**src/mapc_pkg.sv**
```systemverilog
// Constants and types for the region attribute and permission checker
package mapc_pkg;

    // Register byte offsets
    localparam logic [7:0] CTRL_OFS = 8'h00;
    localparam logic [7:0] REGION_SEL_OFS = 8'h04;
    localparam logic [7:0] REGION_ATTR_OFS = 8'h08;
    localparam logic [7:0] FAULT_STAT_OFS = 8'h0C;
    localparam logic [7:0] FAULT_ADDR_OFS = 8'h10;
    localparam logic [7:0] LAST_CHECK_OFS = 8'h14;

    // Control register fields
    localparam int CTRL_ENABLE_BIT = 0;
    localparam int CTRL_BACKGROUND_BIT = 1;

    // Region attribute register fields
    localparam int ATTR_ENABLE_BIT = 0;
    localparam int ATTR_BUFFERABLE_BIT = 16;
    localparam int ATTR_CACHEABLE_BIT = 17;
    localparam int ATTR_SHAREABLE_BIT = 18;
    localparam int ATTR_TEX_LSB = 19;
    localparam int ATTR_AP_LSB = 24;
    localparam int ATTR_XN_BIT = 28;

    // Fault status fields
    localparam int FSTAT_FETCH_VIOL_BIT = 0;
    localparam int FSTAT_DATA_VIOL_BIT = 1;
    localparam int FSTAT_ADDR_VALID_BIT = 7;

    // Reset values
    localparam logic [31:0] CTRL_RESET = 32'h0000_0000;
    localparam logic [31:0] ATTR_RESET = 32'h0000_0000;
    localparam logic [31:0] FAULT_ADDR_RESET = 32'h0000_0000;

    // Access permission codes
    localparam logic [2:0] AP_NONE = 3'h0;
    localparam logic [2:0] AP_PRIV_RW = 3'h1;
    localparam logic [2:0] AP_USER_RO = 3'h2;
    localparam logic [2:0] AP_FULL = 3'h3;
    localparam logic [2:0] AP_RESERVED = 3'h4;
    localparam logic [2:0] AP_PRIV_RO = 3'h5;
    localparam logic [2:0] AP_RO_A = 3'h6;
    localparam logic [2:0] AP_RO_B = 3'h7;

    // Cache policy codes
    localparam logic [1:0] POL_NONCACHE = 2'h0;
    localparam logic [1:0] POL_WB_RWALLOC = 2'h1;
    localparam logic [1:0] POL_WT_NOALLOC = 2'h2;
    localparam logic [1:0] POL_WB_NOALLOC = 2'h3;

    typedef enum logic [1:0] {
        MEM_STRONG = 2'h0,
        MEM_DEVICE = 2'h1,
        MEM_NORMAL = 2'h2,
        MEM_RESERVED = 2'h3
    } mapc_mem_t;

    typedef enum logic [1:0] {
        BUS_IDLE = 2'b00,
        BUS_WR = 2'b01,
        BUS_RWAIT = 2'b11,
        BUS_RDONE = 2'b10
    } mapc_bus_t;

endpackage

```
**src/mapc_top.sv**
```systemverilog
// Region attribute decoder, permission checker and register slave
//
// Summary of operation
// Decode attributes, fault on missing permission
// Permission 000 faults every access
// Permission 001: privileged only, read/write
// Permission 010: unprivileged writes fault
// 011 full access; 100 reserved
// Permission 101: privileged reads only
// Permission 110/111: reads only, any level
// Type 000, uncached: strongly ordered/device, shareable
// Don't-care bits ignored in decode
// Type 000 cached: normal, through/back policy
// Type 001: non-cacheable or write-back, rest reserved
// Type 010: only uncached unbuffered is device
// Type 1xx: outer from type, inner from C/B
// Policy codes: none, WB-alloc, WT, WB
// Decoded attributes never alter access checking
// Software programs recommended region settings
// Violation raises fault and records cause
// Highest numbered matching region wins
// No match: background only for privileged
// Execute-never region faults instruction fetches
//
// The register addresses and the AHB-Lite slave port were chosen for this implementation.
`timescale 1ns/100ps
module mapc_top #(
    parameter int NUM_REGIONS = 8
) (
    // Clock and reset
    input wire logic i_ref_clk,
    input wire logic i_nrst,
    // AHB-Lite register slave
    input wire logic i_hsel,
    input wire logic [31:0] i_haddr,
    input wire logic [1:0] i_htrans,
    input wire logic i_hwrite,
    input wire logic [2:0] i_hsize,
    input wire logic [31:0] i_hwdata,
    input wire logic i_hready,
    output logic o_hreadyout,
    output logic o_hresp,
    output logic [31:0] o_hrdata,
    // Access request from the core
    input wire logic i_acc_valid,
    input wire logic [31:0] i_acc_addr,
    input wire logic i_acc_write,
    input wire logic i_acc_priv,
    input wire logic i_acc_fetch,
    input wire logic [NUM_REGIONS-1:0] i_region_hit,
    // Check result, one cycle after the request
    output logic o_chk_valid,
    output logic o_chk_fault,
    output logic o_chk_background,
    output logic [2:0] o_chk_region,
    output logic [1:0] o_mem_type,
    output logic o_shareable,
    output logic [1:0] o_inner_policy,
    output logic [1:0] o_outer_policy,
    output logic o_memmanage_fault
);

    ////////////////////////////////////////////////////////////////////////////
    // Register storage

    logic [31:0] ctrl_q;
    logic [2:0] region_sel_q;
    logic [31:0] attr_q [NUM_REGIONS];
    logic [7:0] memmanage_fault_status_q;
    logic [31:0] fault_addr_q;

    ////////////////////////////////////////////////////////////////////////////
    // AHB-Lite slave: zero-wait writes, one wait state on reads

    mapc_pkg::mapc_bus_t bus_q;
    logic [7:0] addr_q;
    logic addr_phase;
    logic wr_en;
    logic [31:0] rd_data;

    assign addr_phase = i_hsel && i_hready && i_htrans[1];
    assign o_hreadyout = (bus_q != mapc_pkg::BUS_RWAIT);
    assign o_hresp = 1'b0;
    assign wr_en = (bus_q == mapc_pkg::BUS_WR);

    always_ff @(posedge i_ref_clk or negedge i_nrst) begin
        if (!i_nrst) begin
            bus_q <= mapc_pkg::BUS_IDLE;
            addr_q <= 8'h00;
        end else begin
            unique case (bus_q)
                mapc_pkg::BUS_RWAIT: begin
                    bus_q <= mapc_pkg::BUS_RDONE;
                end
                default: begin
                    if (addr_phase) begin
                        addr_q <= {i_haddr[7:2], 2'b00};
                        bus_q <= i_hwrite ? mapc_pkg::BUS_WR : mapc_pkg::BUS_RWAIT;
                    end else begin
                        bus_q <= mapc_pkg::BUS_IDLE;
                    end
                end
            endcase
        end
    end

    ////////////////////////////////////////////////////////////////////////////
    // Check pipeline registers (declared here for readback)

    logic chk_valid_q;
    logic chk_fault_q;
    logic chk_bg_q;
    logic [2:0] chk_region_q;
    logic [1:0] mem_type_q;
    logic share_q;
    logic [1:0] inner_q;
    logic [1:0] outer_q;

    // Read mux, loaded during the wait state
    always_comb begin
        rd_data = 32'h0000_0000;
        unique case (addr_q)
            mapc_pkg::CTRL_OFS: rd_data = ctrl_q;
            mapc_pkg::REGION_SEL_OFS: rd_data = {29'h0000_0000, region_sel_q};
            mapc_pkg::REGION_ATTR_OFS: rd_data = attr_q[region_sel_q];
            mapc_pkg::FAULT_STAT_OFS: rd_data = {24'h00_0000, memmanage_fault_status_q};
            mapc_pkg::FAULT_ADDR_OFS: rd_data = fault_addr_q;
            mapc_pkg::LAST_CHECK_OFS: begin
                rd_data = {20'h0_0000, chk_bg_q, chk_region_q, mem_type_q, share_q,
                           inner_q, outer_q, chk_fault_q};
            end
            default: rd_data = 32'h0000_0000;
        endcase
    end

    always_ff @(posedge i_ref_clk or negedge i_nrst) begin
        if (!i_nrst) begin
            o_hrdata <= 32'h0000_0000;
        end else if (bus_q == mapc_pkg::BUS_RWAIT) begin
            o_hrdata <= rd_data;
        end
    end

    ////////////////////////////////////////////////////////////////////////////
    // Software registers

    always_ff @(posedge i_ref_clk or negedge i_nrst) begin
        if (!i_nrst) begin
            ctrl_q <= mapc_pkg::CTRL_RESET;
            region_sel_q <= 3'h0;
        end else if (wr_en) begin
            if (addr_q == mapc_pkg::CTRL_OFS) begin
                ctrl_q <= {30'h0000_0000, i_hwdata[1:0]};
            end
            if (addr_q == mapc_pkg::REGION_SEL_OFS) begin
                region_sel_q <= i_hwdata[2:0];
            end
        end
    end

    always_ff @(posedge i_ref_clk or negedge i_nrst) begin
        if (!i_nrst) begin
            for (int i = 0; i < NUM_REGIONS; i++) begin
                attr_q[i] <= mapc_pkg::ATTR_RESET;
            end
        end else if (wr_en && addr_q == mapc_pkg::REGION_ATTR_OFS) begin
            attr_q[region_sel_q] <= i_hwdata;
        end
    end

    ////////////////////////////////////////////////////////////////////////////
    // Region selection

    logic mpu_on;
    logic bg_on;
    logic any_hit;
    logic [2:0] win_idx;
    logic [31:0] win_attr;

    assign mpu_on = ctrl_q[mapc_pkg::CTRL_ENABLE_BIT];
    assign bg_on = ctrl_q[mapc_pkg::CTRL_BACKGROUND_BIT];

    always_comb begin
        any_hit = 1'b0;
        win_idx = 3'h0;
        for (int i = 0; i < NUM_REGIONS; i++) begin
            if (i_region_hit[i] && attr_q[i][mapc_pkg::ATTR_ENABLE_BIT]) begin
                any_hit = 1'b1;
                win_idx = 3'(i);
            end
        end
        win_attr = attr_q[win_idx];
    end

    ////////////////////////////////////////////////////////////////////////////
    // Attribute decode

    logic [2:0] type_extension_field;
    logic sh_bit;
    logic c_bit;
    logic b_bit;
    logic [2:0] ap;
    logic xn;
    mapc_pkg::mapc_mem_t dec_type;
    logic dec_share;
    logic [1:0] dec_inner;
    logic [1:0] dec_outer;

    assign type_extension_field = win_attr[mapc_pkg::ATTR_TEX_LSB +: 3];
    assign sh_bit = win_attr[mapc_pkg::ATTR_SHAREABLE_BIT];
    assign c_bit = win_attr[mapc_pkg::ATTR_CACHEABLE_BIT];
    assign b_bit = win_attr[mapc_pkg::ATTR_BUFFERABLE_BIT];
    assign ap = win_attr[mapc_pkg::ATTR_AP_LSB +: 3];
    assign xn = win_attr[mapc_pkg::ATTR_XN_BIT];

    // Attributes are exported only; they never feed the permission check
    always_comb begin
        dec_type = mapc_pkg::MEM_RESERVED;
        dec_share = 1'b0;
        dec_inner = mapc_pkg::POL_NONCACHE;
        dec_outer = mapc_pkg::POL_NONCACHE;
        if (type_extension_field[2]) begin
            dec_type = mapc_pkg::MEM_NORMAL;
            dec_share = sh_bit;
            dec_outer = type_extension_field[1:0];
            dec_inner = {c_bit, b_bit};
        end else begin
            unique case (type_extension_field[1:0])
                2'h0: begin
                    if (!c_bit) begin
                        // Shareable bit unused here
                        dec_type = b_bit ? mapc_pkg::MEM_DEVICE : mapc_pkg::MEM_STRONG;
                        dec_share = 1'b1;
                    end else begin
                        dec_type = mapc_pkg::MEM_NORMAL;
                        dec_share = sh_bit;
                        dec_inner = b_bit ? mapc_pkg::POL_WB_RWALLOC
                                          : mapc_pkg::POL_WT_NOALLOC;
                        dec_outer = dec_inner;
                    end
                end
                2'h1: begin
                    if (!c_bit && !b_bit) begin
                        dec_type = mapc_pkg::MEM_NORMAL;
                        dec_share = sh_bit;
                    end else if (c_bit && b_bit) begin
                        dec_type = mapc_pkg::MEM_NORMAL;
                        dec_share = sh_bit;
                        dec_inner = mapc_pkg::POL_WB_RWALLOC;
                        dec_outer = mapc_pkg::POL_WB_RWALLOC;
                    end
                end
                2'h2: begin
                    if (!c_bit && !b_bit) begin
                        dec_type = mapc_pkg::MEM_DEVICE;
                    end
                end
                default: begin
                    dec_type = mapc_pkg::MEM_RESERVED;
                end
            endcase
        end
    end

    ////////////////////////////////////////////////////////////////////////////
    // Permission check

    logic ap_fault;
    logic acc_fault;
    logic use_bg;

    always_comb begin
        unique case (ap)
            mapc_pkg::AP_NONE: ap_fault = 1'b1;
            mapc_pkg::AP_PRIV_RW: ap_fault = !i_acc_priv;
            mapc_pkg::AP_USER_RO: ap_fault = !i_acc_priv && i_acc_write;
            mapc_pkg::AP_FULL: ap_fault = 1'b0;
            mapc_pkg::AP_RESERVED: ap_fault = 1'b1;
            mapc_pkg::AP_PRIV_RO: ap_fault = !i_acc_priv || i_acc_write;
            mapc_pkg::AP_RO_A,
            mapc_pkg::AP_RO_B: ap_fault = i_acc_write;
            default: ap_fault = 1'b1;
        endcase
    end

    assign use_bg = mpu_on && !any_hit;

    always_comb begin
        if (!mpu_on) begin
            acc_fault = 1'b0;
        end else if (!any_hit) begin
            acc_fault = !(bg_on && i_acc_priv);
        end else begin
            acc_fault = ap_fault || (xn && i_acc_fetch);
        end
    end

    ////////////////////////////////////////////////////////////////////////////
    // Check result registers

    always_ff @(posedge i_ref_clk or negedge i_nrst) begin
        if (!i_nrst) begin
            chk_valid_q <= 1'b0;
            chk_fault_q <= 1'b0;
            chk_bg_q <= 1'b0;
            chk_region_q <= 3'h0;
            mem_type_q <= mapc_pkg::MEM_STRONG;
            share_q <= 1'b0;
            inner_q <= mapc_pkg::POL_NONCACHE;
            outer_q <= mapc_pkg::POL_NONCACHE;
        end else begin
            chk_valid_q <= i_acc_valid;
            if (i_acc_valid) begin
                chk_fault_q <= acc_fault;
                chk_bg_q <= use_bg || !mpu_on;
                chk_region_q <= win_idx;
                // Background and disabled map read as normal non-cacheable
                mem_type_q <= (use_bg || !mpu_on) ? mapc_pkg::MEM_NORMAL : dec_type;
                share_q <= (use_bg || !mpu_on) ? 1'b0 : dec_share;
                inner_q <= (use_bg || !mpu_on) ? mapc_pkg::POL_NONCACHE : dec_inner;
                outer_q <= (use_bg || !mpu_on) ? mapc_pkg::POL_NONCACHE : dec_outer;
            end
        end
    end

    assign o_chk_valid = chk_valid_q;
    assign o_chk_fault = chk_valid_q && chk_fault_q;
    assign o_memmanage_fault = chk_valid_q && chk_fault_q;
    assign o_chk_background = chk_bg_q;
    assign o_chk_region = chk_region_q;
    assign o_mem_type = mem_type_q;
    assign o_shareable = share_q;
    assign o_inner_policy = inner_q;
    assign o_outer_policy = outer_q;

    ////////////////////////////////////////////////////////////////////////////
    // Fault cause recording, write one to clear, set wins

    logic new_fault;
    logic [7:0] fstat_set;
    logic [7:0] fstat_clr;

    assign new_fault = i_acc_valid && acc_fault;

    always_comb begin
        fstat_set = 8'h00;
        fstat_set[mapc_pkg::FSTAT_FETCH_VIOL_BIT] = new_fault && i_acc_fetch;
        fstat_set[mapc_pkg::FSTAT_DATA_VIOL_BIT] = new_fault && !i_acc_fetch;
        fstat_set[mapc_pkg::FSTAT_ADDR_VALID_BIT] = new_fault && !i_acc_fetch;
        fstat_clr = (wr_en && addr_q == mapc_pkg::FAULT_STAT_OFS) ? i_hwdata[7:0] : 8'h00;
    end

    always_ff @(posedge i_ref_clk or negedge i_nrst) begin
        if (!i_nrst) begin
            memmanage_fault_status_q <= 8'h00;
        end else begin
            memmanage_fault_status_q <= (memmanage_fault_status_q & ~fstat_clr)
                                        | fstat_set;
        end
    end

    // Data fault address held until its valid flag is cleared
    always_ff @(posedge i_ref_clk or negedge i_nrst) begin
        if (!i_nrst) begin
            fault_addr_q <= mapc_pkg::FAULT_ADDR_RESET;
        end else if (fstat_set[mapc_pkg::FSTAT_ADDR_VALID_BIT]
                     && (!memmanage_fault_status_q[mapc_pkg::FSTAT_ADDR_VALID_BIT]
                         || fstat_clr[mapc_pkg::FSTAT_ADDR_VALID_BIT])) begin
            fault_addr_q <= i_acc_addr;
        end else if (wr_en && addr_q == mapc_pkg::FAULT_ADDR_OFS) begin
            fault_addr_q <= i_hwdata;
        end
    end

endmodule

```
**config.mk**
```make
export PLATFORM = sky130hd
export DESIGN_NAME = mapc_top
export DESIGN_NICKNAME = d
export VERILOG_FILES = /design/src/mapc_pkg.sv /design/src/mapc_top.sv
export SDC_FILE = /design/constraint.sdc
export NUM_CORES = 1
export LEC_CHECK = 0
export BUFFER_PORTS_ARGS = -buffer_cell sky130_fd_sc_hd__buf_2
export CELL_PAD_IN_SITES_DETAIL_PLACEMENT = 1
export CELL_PAD_IN_SITES_GLOBAL_PLACEMENT = 1
export CORE_MARGIN = 2
export CORE_UTILIZATION = 50
export CTS_CLUSTER_DIAMETER = 120
export DETAILED_ROUTE_END_ITERATION = 12
export PLACE_DENSITY_LB_ADDON = 0.1
export SYNTH_ARGS = -nofsm -noshare
export SYNTH_HDL_FRONTEND = slang
export SYNTH_SLANG_ARGS = --single-unit
```
**constraint.sdc**
```tcl
create_clock -name i_ref_clk -period 5.74 [get_ports i_ref_clk]
set_clock_uncertainty 0.05 [all_clocks]
set_input_delay 0.574 -clock i_ref_clk [delete_from_list [all_inputs] [get_ports i_ref_clk]]
set_output_delay 0.574 -clock i_ref_clk [all_outputs]
set_load 0.01 [all_outputs]
```
==> impl_metrics.ini, run 1 <==
[status]
status = finished, violations left
violations = negative hold slack

[logic_synthesis]
avgSynthCellArea_um2 = 13.15
synth_area_um2 = 17120
ys_ff_latch = 354
yosysSeqAreaShare = 0.5174
synthFlopType = dfrtp_1
yosysUniqueCellTypes = 54
netlist_instances = 1302
synth-edff-count = 0
async_reset_ff_frac = 1.000
ys_warn_count = 0
syn_nets = 1424

[die]
rows = 67
start_util = 0.5093
core-area_um2 = 33620
die_x_um = 189.1
io_pins = 166
dieArea_um2 = 35740
die_h_um = 189.1

[pwr]
total_power_mw = 6.793
seq_power_share = 0.432
ir_worst_vdd_v = 0.0002070
cellInternalPower_mw = 4.984
p_per_area_nw_per_um2 = 345.4
p_comb_frac = 0.167
power_frac_clock = 0.401
power_switching_mw = 1.810
netSwitchingFraction = 0.2664
p_leak_nw = 9.013

[clock_tree]
cts-hold-fix-buffers = 0
clkTransAtPathRegs_ns = 0.06
clock-root-buffer = clkbuf_16
cts-buffers-inserted = 41
clock_latency_ns = 0.53
cts.path.max_buffers = 3
cts_tree = yes
ctsResizeCount = 0
postCtsSetupBuffers = 0
clkSinkCount = 354
htreeDepth = 2

[routing]
ant_nets = 0
route.detailed.drc = 0
wl_per_cell_um = 25.68
routed_wl_mm = 48.60
drtIter0Drc = 724
avgViaCountPerCell = 6.056
vias = 11460
firstDrtPassIters = 6

[global_route]
grt_usage = 0.2786
antenna_found_initial = 0
grt_max_degree = 151
grt_pass1_vias = 12390
grt-ovfl-total = 0
grt_pass1_wl_mm = 75.67

[worst_hold_path]
min_path_type = primary input to asynchronous set/reset pin

[worst_setup_path]
path_cells = nor3_1 > nand2b_1 > nor2_1 > nand2_1 > or3_1 > nor3b_4 > buf_4 > mux2_2
arrival_ns = 4.39
crit_fanout = 18
slowest_stage = nor3b_4
path_class = flip-flop to flip-flop
critPathCaptureType = flip-flop
required_ns = 6.10
critical-path-max-stage-delay_ns = 0.79
worst_setup_path_start_kind = flip-flop

[finish]
fillCellCount = 3343
n_antenna_cell = 0
fin_util = 0.5851
areaGrowthSynthToFinish_pct = 14.89
layout_common_cells = dfrtp_1 (351), mux2_2 (314), buf_2 (133)
design_area_um2 = 19670
drive_gt1_frac = 0.4367
final_cells = 1893
finalNetCount = 1538
multiInputGateArea_um2 = 7830
layout_commonest_cell = dfrtp_1
regArea_um2 = 8865

[timing]
max_freq_ghz = 0.2485
worst_pin_slew_ns = 0.9549
min_period_ns = 4.024
setup_violations = 0
rsz0062_at_grt = false
slew_headroom = 0.3634
fin_ws_ns = 1.716
post-route-period-util = 0.7010
fin_setup_tns_ns = 0
timing.hold.ws_ns = -0.009489
hold_viol_final = 12
maxSlewViolCount = 0

[placed_design]
port_buffers = 134
place_inst = 1821
pre_cts_slack_ns = 1.756
place_area_um2 = 18260
hpwl_mm = 30.34
gp_congestion = 0.8119

[job]
cap_violations = 0
==> cell type report <==
| type | count | share of cell area |
|---|---|---|
| flip-flops and latches | 354 | 0.4507 |
| multi-input cells | 841 | 0.3981 |
| clock buffers | 62 | 0.06393 |
| clock inverters | 10 | 0.007824 |
| repair buffers | 166 | 0.04872 |
| well taps | 448 | 0.02850 |
| inverters | 12 | 0.002290 |
==> final timing paths <==
kind | startpoint | to | slack (ns) | cells past startpoint
max | addr_q[5] | attr_q[117] | 1.72 | 8
max in group asynchronous | i_nrst | region_sel_q[2] | 4.29 | 2
max reg2reg | addr_q[5] | attr_q[117] | 1.72 | 8
min reg2reg | o_hrdata[3] | o_hrdata[3] | 0.43 | 2
min in group i_ref_clk | i_hwrite | bus_q[1] | 0.20 | 2
min | i_nrst | attr_q[165] | -0.009 | 1
==> registers in the layout (all words and copies together), names as in the netlist, 3 cells and up <==
| register | cells |
|---|---|
| attr_q | 256 |
| fault_addr_q | 32 |
| o_hrdata | 32 |
| memmanage_fault_status_q | 8 |
| addr_q | 6 |
| o_chk_region | 3 |
| region_sel_q | 3 |
==> routing by layer <==
layer	track usage	vias up	part of all wire
met3	0.04096	83	0.049
met5	0	-	0
met2	0.4546	288	0.48
met4	0.08083	0	0.028
met1	0.3892	6076	0.44
li1	-	5017	-
==> critical path: cells and delay by family, from the launching register on <==
| family | cells | cell delay (ns) |
|---|---|---|
| DFF | 1 | 0.40 |
| muxes | 1 | 0.39 |
| buffers and inverters | 1 | 0.48 |
| and+or+nand+nor | 6 | 2.56 |
==> synthesized netlist by cell type (6+ instances only) <==
cell        n  share of area
a21oi_1    60          0.018
a221o_1     9         0.0053
a221oi_1   25          0.013
a222oi_1    7         0.0041
buf_1      19         0.0042
buf_2      17         0.0050
clkbuf_1   52          0.011
dfrtp_1   354           0.52
inv_1      11         0.0024
mux2_2    314           0.21
mux2_4     30          0.026
mux2i_1    76          0.044
mux4_2     34          0.045
nand2_1    46          0.010
nand3_1     6         0.0018
nor2_1    109          0.024
nor3_1      8         0.0023
o21ai_0    41          0.012
==> cells by family after synthesis <==
family | count (synthesis) | share of synthesized area
AO/OA/AOI/OAI | 183 | 0.07271
adder cells (fa/ha/maj) | 4 | 0.002923
buffers and inverters | 107 | 0.02887
flip-flops | 354 | 0.5174
multiplexers | 458 | 0.3281
other | 1 | 0.0002190
AND/OR/NAND/NOR | 195 | 0.04977
==> power groups by stage <==
stage,sequential [mW],clock [mW],combinational (mW)
2_1_floorplan,2.86,0,0.835
3_3_place_gp,2.96,0,1.11
3_5_place_dp,2.98,0,1.13
4_1_cts,2.93,2.76,1.14
5_1_grt,2.97,2.87,1.23
6_report,2.93,2.73,1.13
Note: power is estimated with default switching activity, not from simulation.
==> run 2: changes to the inputs <==
--- a/config.mk
+++ b/config.mk
@@ -9,7 +9,7 @@
 export CELL_PAD_IN_SITES_DETAIL_PLACEMENT = 1
 export CELL_PAD_IN_SITES_GLOBAL_PLACEMENT = 1
 export CORE_MARGIN = 2
-export CORE_UTILIZATION = 50
+export CORE_UTILIZATION = 44
 export CTS_CLUSTER_DIAMETER = 120
 export DETAILED_ROUTE_END_ITERATION = 12
 export PLACE_DENSITY_LB_ADDON = 0.1
==> constraint.sdc (replaced) <==
create_clock -name i_ref_clk -period 3.58 [get_ports i_ref_clk]
set_clock_uncertainty 0.05 [all_clocks]
set_input_delay 0.358 -clock i_ref_clk [delete_from_list [all_inputs] [get_ports i_ref_clk]]
set_output_delay 0.358 -clock i_ref_clk [all_outputs]
set_load 0.01 [all_outputs]
==> impl_metrics.ini, run 2 (synthesis results as in run 1) <==
[placed_design]
pre_cts_slack_ns = 0.3286
place_area_um2 = 18580
gp_congestion = 0.8000
hpwl_mm = 32.28
port_buffers = 134

[routing]
routed_wl_mm = 50.76
vias = 11650
drtIter0Drc = 567
route.detailed.drc = 0
avgViaCountPerCell = 5.739
firstDrtPassIters = 4
ant_nets = 0
wl_per_cell_um = 25.01

[die]
io_pins = 166
die_x_um = 201.3
core-area_um2 = 38560
rows = 72
dieArea_um2 = 40510
start_util = 0.4441
die_h_um = 201.3

[timing]
worst_pin_slew_ns = 0.9655
hold_viol_final = 0
fin_ws_ns = 0.3941
setup_violations = 0
rsz0062_at_grt = false
maxSlewViolCount = 0
slew_headroom = 0.3550
max_freq_ghz = 0.3139
fin_setup_tns_ns = 0
post-route-period-util = 0.8899
min_period_ns = 3.186

[pwr]
p_per_area_nw_per_um2 = 542.8
power_frac_clock = 0.401
total_power_mw = 11.07
seq_power_share = 0.422
cellInternalPower_mw = 8.075
ir_worst_vdd_v = 0.0003311
power_switching_mw = 2.994
netSwitchingFraction = 0.2705
p_leak_nw = 9.333
p_comb_frac = 0.177

[finish]
drive_gt1_frac = 0.4392
areaGrowthSynthToFinish_pct = 19.10
reg_top3 = attr_q (256), fault_addr_q (32), o_hrdata (32)
n_antenna_cell = 0
largest_reg_flops = 256
regMostFlops = attr_q
fin_util = 0.5289
layout_commonest_cell = dfrtp_1
finalNetCount = 1603
layout_common_cells = dfrtp_1 (351), mux2_2 (314), buf_2 (133)
design_area_um2 = 20390

[clock_tree]
htreeDepth = 2
clock-root-buffer = clkbuf_16
clkSinkCount = 354
cts.path.max_buffers = 3
postCtsSetupBuffers = 0
cts-hold-fix-buffers = 38
ctsResizeCount = 0
clock_latency_ns = 0.57
clkTransAtPathRegs_ns = 0.06
cts-buffers-inserted = 41
cts_tree = yes

[status]
status = finished clean

[worst_setup_path]
arrival_ns = 3.57
worst_setup_path_start_kind = flip-flop
path_class = flip-flop to flip-flop
critPathCaptureType = flip-flop
crit_fanout = 24
required_ns = 3.97

[global_route]
grt_usage = 0.2574
grt_pass1_vias = 12750
antenna_found_initial = 1
grt_max_degree = 104
grt-ovfl-total = 0
grt_pass1_wl_mm = 78.99

[worst_hold_path]
min_path_type = primary input to flip-flop

[job]
cap_violations = 0
[run 2: power groups by stage]
stage | logic, mW | registers (mW) | clock network [mW]
global route | 2.12 | 4.73 | 4.67
detailed placement | 1.93 | 4.74 | 0
floorplan | 1.34 | 4.58 | 0
CTS | 1.98 | 4.67 | 4.52
global placement | 1.89 | 4.72 | 0
finish | 1.96 | 4.67 | 4.44
[run 2: path summary, 6_finish.rpt]
check | from | endpoint | slack [ns] | depth (start not counted)
worst max register to register | attr_q[160] | fault_addr_q[0] | 0.39 | 9
min in group asynchronous | i_nrst | fault_addr_q[10] | 0.31 | 2
worst min-delay path | i_acc_addr[1] | fault_addr_q[1] | 0.03 | 2
worst max-delay path | attr_q[160] | fault_addr_q[0] | 0.39 | 9
max in group asynchronous | i_nrst | region_sel_q[1] | 2.13 | 3
worst min register to register | o_hrdata[20] | o_hrdata[20] | 0.43 | 2
[run 2: worst max-delay path, cell delays in order (launching register included)]
cell      delay, ns
dfrtp_1        0.38
nand2_1        0.07
a32o_2         0.28
a221oi_4       0.44
mux4_1         0.66
o22ai_1        0.21
a211oi_2       0.08
nor3_4         0.22
buf_12         0.29
mux2_2         0.36
[run 2: through the flow]
stage                     hold slack [ns]  std cells
after global placement             0.3313       1918
after floorplan                   0.01241       1302
final                             0.03174       2030
after CTS                        0.004630       2030
after detailed placement           0.3369       1918
after global routing              0.01772       2030
[run 2: layer usage]
metal,part of all wire,track usage,vias to the layer above
met5,0,0,-
met4,0.026,0.07983,0
met3,0.033,0.03045,70
met2,0.47,0.4182,219
met1,0.47,0.3635,6209
li1,-,-,5152
[run 2: final cells by class]
type / instances / area (um^2)
inverters: 12 / 45.04
clock inverters: 12 / 138.9
flip-flops and latches: 354 / 8865
repair buffers: 231 / 1579
well taps: 518 / 648.1
clock buffers: 62 / 1297
fillers: 3962 / 18160
multi-input cells: 841 / 7819
